File: src/rtl/alu_exec_defines.svh
`ifndef ALU_EXEC_DEFINES_SVH
`define ALU_EXEC_DEFINES_SVH

// data path widths
`define DATA_W 8
`define FILE_ADDR_W 7
`define BIT_SEL_W 3
`define BYTE_MSB 7
`define NIBBLE_MSB 3

// constant values
`define ZERO_BYTE 8'h00
`define ACC_RST 8'h00
`define DEST_ACC 1'b0
`define DEST_FILE 1'b1
`define FLAG_RST 1'b0

`endif

File: src/rtl/alu_exec_pkg.sv
`default_nettype none
`include "alu_exec_defines.svh"

package alu_exec_pkg;

  // instruction selector on the command port
  typedef enum logic [3:0] {
    NO_OPERATION,
    ADD_LITERAL_TO_ACCUMULATOR,
    AND_FILE_WITH_ACCUMULATOR,
    ADD_ACCUMULATOR_AND_FILE,
    BIT_CLEAR_INSTR,
    BIT_SET_INSTR,
    AND_LITERAL_WITH_ACCUMULATOR,
    TEST_SKIP_IF_ONE,
    TEST_SKIP_IF_ZERO,
    ZERO_FILE_REGISTER
  } op_t;

  typedef enum logic {
    ST_IDLE,
    ST_EXEC
  } exec_state_t;

  typedef struct packed {
    exec_state_t state;
    logic [`DATA_W-1:0] acc;
    logic carry;
    logic nibble_overflow_bit;
    logic zero;
    logic skip_pending;
    op_t op;
    logic [`FILE_ADDR_W-1:0] addr;
    logic dest;
    logic [`BIT_SEL_W-1:0] bit_sel;
    logic [`DATA_W-1:0] literal;
    logic ready;
    logic done;
    logic skip;
    logic discarded;
    logic [`DATA_W-1:0] result;
  } core_state_t;

endpackage : alu_exec_pkg

`default_nettype wire

File: src/rtl/alu_if.sv
`timescale 1ns/1ns
`default_nettype none
`include "alu_exec_defines.svh"

interface alu_if;
  import alu_exec_pkg::*;
  op_t op;
  logic [`DATA_W-1:0] acc;
  logic [`DATA_W-1:0] operand;
  logic [`BIT_SEL_W-1:0] bit_sel;
  logic [`DATA_W-1:0] result;
  logic carry;
  logic nibble_carry;
  logic zero;
  logic bit_val;

  modport core (output op, output acc, output operand, output bit_sel,
                input result, input carry, input nibble_carry, input zero, input bit_val);
  modport unit (input op, input acc, input operand, input bit_sel,
                output result, output carry, output nibble_carry, output zero, output bit_val);
endinterface : alu_if

`default_nettype wire

File: src/rtl/alu_unit.sv
`timescale 1ns/1ns
`default_nettype none
`include "alu_exec_defines.svh"

module alu_unit
  import alu_exec_pkg::*;
(
  alu_if.unit io
);

  logic [`DATA_W:0] sum;
  logic [`NIBBLE_MSB+1:0] nib_sum;
  logic [`DATA_W-1:0] bit_mask;

  always_comb begin
    sum = {1'b0, io.acc} + {1'b0, io.operand};
    nib_sum = {1'b0, io.acc[`NIBBLE_MSB:0]} + {1'b0, io.operand[`NIBBLE_MSB:0]};
    bit_mask = `DATA_W'(1) << io.bit_sel;
    io.carry = sum[`DATA_W]; // see RULE11
    io.nibble_carry = nib_sum[`NIBBLE_MSB+1]; // see RULE11
    io.bit_val = |(io.operand & bit_mask);
    unique case (io.op)
      ADD_LITERAL_TO_ACCUMULATOR, ADD_ACCUMULATOR_AND_FILE: io.result = sum[`DATA_W-1:0]; // see RULE1 see RULE4
      AND_LITERAL_WITH_ACCUMULATOR, AND_FILE_WITH_ACCUMULATOR: io.result = io.acc & io.operand; // see RULE2 see RULE7
      BIT_CLEAR_INSTR: io.result = io.operand & ~bit_mask; // see RULE5
      BIT_SET_INSTR: io.result = io.operand | bit_mask; // see RULE6
      ZERO_FILE_REGISTER: io.result = `ZERO_BYTE; // see RULE10
      default: io.result = io.operand;
    endcase
    io.zero = (io.result == `ZERO_BYTE); // see RULE11
  end

endmodule : alu_unit

`default_nettype wire

File: src/rtl/file_ram.sv
`timescale 1ns/1ns
`default_nettype none
`include "alu_exec_defines.svh"

module file_ram #(
  parameter int DATA_W = `DATA_W,
  parameter int ADDR_W = `FILE_ADDR_W
) (
  input wire logic i_clk,
  input wire logic i_rst,
  input wire logic i_rd_en,
  input wire logic [ADDR_W-1:0] i_rd_addr,
  output logic [DATA_W-1:0] o_rd_data,
  input wire logic i_wr_en,
  input wire logic [ADDR_W-1:0] i_wr_addr,
  input wire logic [DATA_W-1:0] i_wr_data
);

  logic [DATA_W-1:0] mem [2**ADDR_W];
  logic [DATA_W-1:0] rd_data_r;

  // storage has no reset, contents are unknown until written
  always_ff @(posedge i_clk) begin
    if (i_wr_en) begin
      mem[i_wr_addr] <= i_wr_data;
    end
  end

  always_ff @(posedge i_clk or posedge i_rst) begin
    if (i_rst) begin
      rd_data_r <= '0;
    end else if (i_rd_en) begin
      rd_data_r <= mem[i_rd_addr];
    end
  end

  assign o_rd_data = rd_data_r;

endmodule : file_ram

`default_nettype wire

File: src/rtl/alu_bit_exec.sv
// Contract
// RULE1: add-literal adds the 8-bit literal to the accumulator, stores it there and updates carry, nibble carry, zero.
// RULE2: and-file ands the accumulator with file register 0..127 and updates only the zero flag.
// RULE3: destination select 0 sends an and-file or add-file result to the accumulator, 1 writes it back to the file register.
// RULE4: add-file adds accumulator and file register, routes by destination select, updates carry, nibble carry, zero.
// RULE5: bit-clear forces bit 0..7 of the file register low, keeps the other bits and touches no flag.
// RULE6: bit-set forces the selected bit of the file register high, keeps the other bits and touches no flag.
// RULE7: and-literal ands the accumulator with the literal, stores it there and updates only the zero flag.
// RULE8: test-skip-if-one runs the next instruction if the bit is 0, else discards it as a no-op cycle.
// RULE9: test-skip-if-zero runs the next instruction if the bit is 1, else discards it; no flag changes.
// RULE10: zero-file writes zero into the file register and always sets the zero flag.
// RULE11: zero flag means an all-zero result; carry is carry out of bit 7, nibble carry out of bit 3.
`timescale 1ns/1ns
`default_nettype none
`include "alu_exec_defines.svh"

module alu_bit_exec
  import alu_exec_pkg::*;
(
  input wire logic i_clk,
  input wire logic i_rst,
  input wire logic i_valid,
  input wire op_t i_op,
  input wire logic [`FILE_ADDR_W-1:0] i_file_addr,
  input wire logic i_dest,
  input wire logic [`BIT_SEL_W-1:0] i_bit_sel,
  input wire logic [`DATA_W-1:0] i_literal,
  output logic o_ready,
  output logic o_done,
  output logic o_skip,
  output logic o_discarded,
  output logic [`DATA_W-1:0] o_result,
  output logic [`DATA_W-1:0] o_accum,
  output logic o_carry,
  output logic o_nibble_overflow_bit,
  output logic o_zero
);

  core_state_t s_r;
  core_state_t s_nxt;

  logic ram_rd_en;
  logic [`DATA_W-1:0] ram_rd_data;
  logic ram_wr_en;

  alu_if alu ();

  alu_unit u_alu (
    .io(alu.unit)
  );

  file_ram #(
    .DATA_W(`DATA_W),
    .ADDR_W(`FILE_ADDR_W)
  ) u_ram (
    .i_clk(i_clk),
    .i_rst(i_rst),
    .i_rd_en(ram_rd_en),
    .i_rd_addr(i_file_addr),
    .o_rd_data(ram_rd_data),
    .i_wr_en(ram_wr_en),
    .i_wr_addr(s_r.addr),
    .i_wr_data(alu.result)
  );

  // literal ops take the latched literal, all others the file register
  function automatic logic uses_literal(input op_t op);
    return (op == ADD_LITERAL_TO_ACCUMULATOR) || (op == AND_LITERAL_WITH_ACCUMULATOR);
  endfunction : uses_literal

  assign alu.op = s_r.op;
  assign alu.acc = s_r.acc;
  assign alu.bit_sel = s_r.bit_sel;
  assign alu.operand = uses_literal(s_r.op) ? s_r.literal : ram_rd_data;

  always_comb begin
    s_nxt = s_r;
    s_nxt.done = 1'b0;
    s_nxt.skip = 1'b0;
    s_nxt.discarded = 1'b0;
    ram_rd_en = 1'b0;
    ram_wr_en = 1'b0;
    unique case (s_r.state)
      ST_IDLE: begin
        if (i_valid && s_r.ready) begin
          s_nxt.op = i_op;
          s_nxt.addr = i_file_addr;
          s_nxt.dest = i_dest;
          s_nxt.bit_sel = i_bit_sel;
          s_nxt.literal = i_literal;
          s_nxt.ready = 1'b0;
          s_nxt.state = ST_EXEC;
          ram_rd_en = 1'b1;
        end
      end
      ST_EXEC: begin
        s_nxt.state = ST_IDLE;
        s_nxt.ready = 1'b1;
        s_nxt.done = 1'b1;
        if (s_r.skip_pending) begin
          // the instruction after a taken skip runs as a no-op cycle
          s_nxt.skip_pending = 1'b0; // see RULE8 see RULE9
          s_nxt.discarded = 1'b1;
        end else begin
          s_nxt.result = alu.result;
          unique case (s_r.op)
            ADD_LITERAL_TO_ACCUMULATOR: begin
              s_nxt.acc = alu.result; // see RULE1
              s_nxt.carry = alu.carry;
              s_nxt.nibble_overflow_bit = alu.nibble_carry;
              s_nxt.zero = alu.zero;
            end
            AND_LITERAL_WITH_ACCUMULATOR: begin
              s_nxt.acc = alu.result; // see RULE7
              s_nxt.zero = alu.zero;
            end
            AND_FILE_WITH_ACCUMULATOR: begin
              if (s_r.dest == `DEST_FILE) begin
                ram_wr_en = 1'b1; // see RULE3
              end else begin
                s_nxt.acc = alu.result; // see RULE3
              end
              s_nxt.zero = alu.zero; // see RULE2
            end
            ADD_ACCUMULATOR_AND_FILE: begin
              if (s_r.dest == `DEST_FILE) begin
                ram_wr_en = 1'b1; // see RULE3
              end else begin
                s_nxt.acc = alu.result; // see RULE3
              end
              s_nxt.carry = alu.carry; // see RULE4
              s_nxt.nibble_overflow_bit = alu.nibble_carry;
              s_nxt.zero = alu.zero;
            end
            BIT_CLEAR_INSTR: begin
              ram_wr_en = 1'b1; // see RULE5
            end
            BIT_SET_INSTR: begin
              ram_wr_en = 1'b1; // see RULE6
            end
            TEST_SKIP_IF_ONE: begin
              if (alu.bit_val) begin
                s_nxt.skip_pending = 1'b1; // see RULE8
                s_nxt.skip = 1'b1;
              end
            end
            TEST_SKIP_IF_ZERO: begin
              if (!alu.bit_val) begin
                s_nxt.skip_pending = 1'b1; // see RULE9
                s_nxt.skip = 1'b1;
              end
            end
            ZERO_FILE_REGISTER: begin
              ram_wr_en = 1'b1; // see RULE10
              s_nxt.zero = 1'b1; // see RULE10
            end
            default: begin
            end
          endcase
        end
      end
    endcase
  end

  always_ff @(posedge i_clk or posedge i_rst) begin
    if (i_rst) begin
      s_r <= '{
        state: ST_IDLE,
        acc: `ACC_RST,
        carry: `FLAG_RST,
        nibble_overflow_bit: `FLAG_RST,
        zero: `FLAG_RST,
        skip_pending: 1'b0,
        op: NO_OPERATION,
        addr: '0,
        dest: `DEST_ACC,
        bit_sel: '0,
        literal: `ZERO_BYTE,
        ready: 1'b1,
        done: 1'b0,
        skip: 1'b0,
        discarded: 1'b0,
        result: `ZERO_BYTE
      };
    end else begin
      s_r <= s_nxt;
    end
  end

  assign o_ready = s_r.ready;
  assign o_done = s_r.done;
  assign o_skip = s_r.skip;
  assign o_discarded = s_r.discarded;
  assign o_result = s_r.result;
  assign o_accum = s_r.acc;
  assign o_carry = s_r.carry;
  assign o_nibble_overflow_bit = s_r.nibble_overflow_bit;
  assign o_zero = s_r.zero;

endmodule : alu_bit_exec

`default_nettype wire

File: config.mk
export PLATFORM = sky130hd
export DESIGN_NAME = alu_bit_exec
export DESIGN_NICKNAME = d
export VERILOG_FILES = /design/src/rtl/alu_exec_pkg.sv /design/src/rtl/alu_if.sv /design/src/rtl/alu_unit.sv /design/src/rtl/file_ram.sv /design/src/rtl/alu_bit_exec.sv
export VERILOG_INCLUDE_DIRS = /design/src /design/src/rtl
export SDC_FILE = /design/constraint.sdc
export NUM_CORES = 1
export LEC_CHECK = 0
export BUFFER_PORTS_ARGS = -buffer_cell sky130_fd_sc_hd__buf_4
export CORE_MARGIN = 4
export CORE_UTILIZATION = 44
export DETAILED_ROUTE_END_ITERATION = 8
export HOLD_SLACK_MARGIN = 0.03
export PLACE_DENSITY = 0.68
export SLEW_MARGIN = 20
export SYNTH_ARGS = -nofsm -noshare
export SYNTH_HDL_FRONTEND = slang
export SYNTH_SLANG_ARGS = --single-unit
File: constraint.sdc
create_clock -name i_clk -period 10.05 [get_ports i_clk]
set_input_delay 3.015 -clock i_clk [delete_from_list [all_inputs] [get_ports i_clk]]
set_output_delay 3.015 -clock i_clk [all_outputs]
set_load 0.005 [all_outputs]
==> metrics <==
drt first pass iters 5; Cells after Synth 2,148; post-synthesis mux area share 15.59%; CTS buffer count about 100; Fin Setup TNS 0 ps; multi-input combinational cell area 9876 um2; main flop type after synthesis edfxtp_1; top post-synthesis cells by area edfxtp_1 (72%), mux4_2 (14%), dfrtp_1 (3.2%); crit path kind primary input to register; actual slew at the worst max-slew pin 1109 ps; main combinational cell family by area after synthesis multiplexers; commonest non-fill, non-tap cell in the layout edfxtp_1; XOR/XNOR Fraction of Synth Area 0.1228%; Clk pin slew, worst setup/hold paths 60 ps; outcome complete, no violations; total track usage 18.93%; Hold Crit Class register to register; gr ovfl total 0; I/O pin count 49; top-area cell type share of the netlist area 71.86%; synthesized area 42,790 um2; FF-to-FF setup slack 4820 ps; first-pass GRT wire length 145,200 um; H-tree levels 3; post-synth top area cell edfxtp_1; relative slew slack 26.09%; via count 21,291; Hold Slack 476.8 ps; post-synthesis register bit count 1,080; largest net degree at the start of global routing 101; setup bufs post-CTS 0; Die Y 319.9 um; hold_buf cts 0; final worst-path cycle share 57.31%; DR vias/cell 5.962; num rows 114; initial antenna violation count 1; Place WS 3645 ps; CTS tree done; RSZ-0062 raised after global routing false; IO buf count 48; CORE AREA ~97,000 um2; Max Clock Freq ~0.17 GHz; Clock Skews 29.35 ps; post-route setup slack 4291 ps; Async SR Flop Fraction 5.185%; Power, Total 8.830 mW; Mapped Nets 2,184; Wirelength per Cell 27.35 um; first-iteration detailed-routing DRC count 2,522; Clock Latency Late Sink 670 ps; Clock Path Buffers 3; Yosys Warn Count 0; Die Wd 319.9 um; Worst Path Max Fanout between 50 and 60; CP endpoint kind register; NumNets Final 2,241; utilization after layout 49.41%; filler cell count 7,596; layout cells sized above 1 around 23%; Post-Synth Adder-Cell Area 0.3100%; most frequent cells in the layout edfxtp_1 (1,024), mux4_2 (264), nor2_1 (159), nand2_1 (121), clkbuf_16 (104); Die Area 102,300 um2; Register Area 32,150 um2; Starting Density 44.31%; Fin. Hold Viols 0; endpoints failing setup 0; min Tclk post-route 5759 ps; CP Data Arrival Time roughly 6300 ps; residual DRC count 0; Syn Area/Cell 19.92 um2; max-slew violation count 0; post-synthesis sequential area ratio 75.14%; total wire length just under 100,000 um; clk sinks 1,080; startpoint types primary input; vias in the first global route between 20,000 and 25,000; PD cells 185.1 nW/um2; post-route ant nets 0; Max Cap Violations 0; routability cong. around 0.9; Area Growth Syn to Fin 11.49%; leakage between 10 and 15 nW; CP required 10,550 ps; Synth Area in Compound Gates 3.184%; Synth Area in Simple Gates 3.807%; Worst VDD drop 121.0 uV; Root Driver clkbuf_16; DP HPWL 59,630 um; Synth cell types 59; number of enable flip-flop cells after synthesis 1,024; post-CTS sizing 0
-- state kept, by name (all words and copies together) (netlist names) --
signal                 count
alu.bit_sel                3
alu.op                     4
o_accum                    8
o_carry                    1
o_discarded                1
o_done                     1
o_nibble_overflow_bit      1
o_ready                    1
o_result                   8
o_skip                     1
o_zero                     1
s_r                       18
u_ram.mem               1024
u_ram.o_rd_data            8
-- cells in the mapped netlist (all sizes together), types with 6 or more instances --
master  count
edfxtp   1024
mux4      266
nor2      159
nand2     122
buf        81
dfrtp      55
mux2i      55
clkbuf     48
o21ai      39
a21oi      38
a211oi     32
a22oi      31
nor2b      19
nand3      18
inv        14
o221ai     12
mux2       11
nand4      11
nor3       10
ha          9
a31oi       8
and2        8
a221o       7
o22ai       7
nand2b      6
-- power breakdown --
part	switching [mW]	total, mW	internal (mW)
registers	0	4.85	4.85
clock network	1.64	3.81	2.17
logic	0.105	0.169	0.0639
total	1.75	8.83	7.09
-- per-stage QoR --
step	instances	area (um2)
after global routing	3570	47710
after detailed placement	3375	44360
after floorplan	2148	42790
final	3571	47710
after CTS	3569	47700
after global placement	3375	44360
-- layout make-up --
class	count	share of cell area, %
multi-input combinational	923	20.70
inverter	16	0.1626
timing repair buffer	81	1.395
clock inverter	60	1.222
antenna	1	0.005245
sequential	1080	67.39
tap	1276	3.346
clock buffer	134	5.775
-- critical path: stages --
cell,delay (ps)
buf_8,450
buf_4,840
mux4_2,630
o221ai_1,320
a21oi_1,180
o21ai_0,530
nand4_1,160
-- metal layers --
layer	up-vias	GRT usage, %	share of wire (%)
met4	2	5.277	2.7
met2	979	31.09	49
met3	156	3.442	8.0
met5	-	0	0.0082
li1	8912	-	-
met1	11242	26.31	40
-- logic make-up (layout without fill, tap and decap cells) --
| group | count (synthesis) | in the layout |
|---|---|---|
| AND/OR/NAND/NOR | 374 | 374 |
| adder cells (fa/ha/maj) | 10 | 10 |
| AO/OA/AOI/OAI | 201 | 201 |
| flip-flops | 1080 | 1080 |
| buffers and inverters | 145 | 291 |
| other | 0 | 1 |
| XOR/XNOR | 6 | 6 |
| multiplexers | 332 | 332 |
-- worst paths after layout --
check | start | end | cells after the start
max | i_file_addr[0] | u_ram.o_rd_data[7]$_DFFE_PP0P_ | 7
min | s_r[12]$_DFFE_PP0P_ | s_r[12]$_DFFE_PP0P_ | 2
max reg2reg | alu.op[3]$_DFFE_PP0P_ | u_ram.mem[43][6]$_DFFE_PP_ | 12
min reg2reg | s_r[12]$_DFFE_PP0P_ | s_r[12]$_DFFE_PP0P_ | 2
max in group asynchronous | i_rst | u_ram.o_rd_data[7]$_DFFE_PP0P_ | 3
min in group asynchronous | i_rst | o_done$_DFF_PP0_ | 3
No activity file was read; power rests on OpenSTA's default activity.
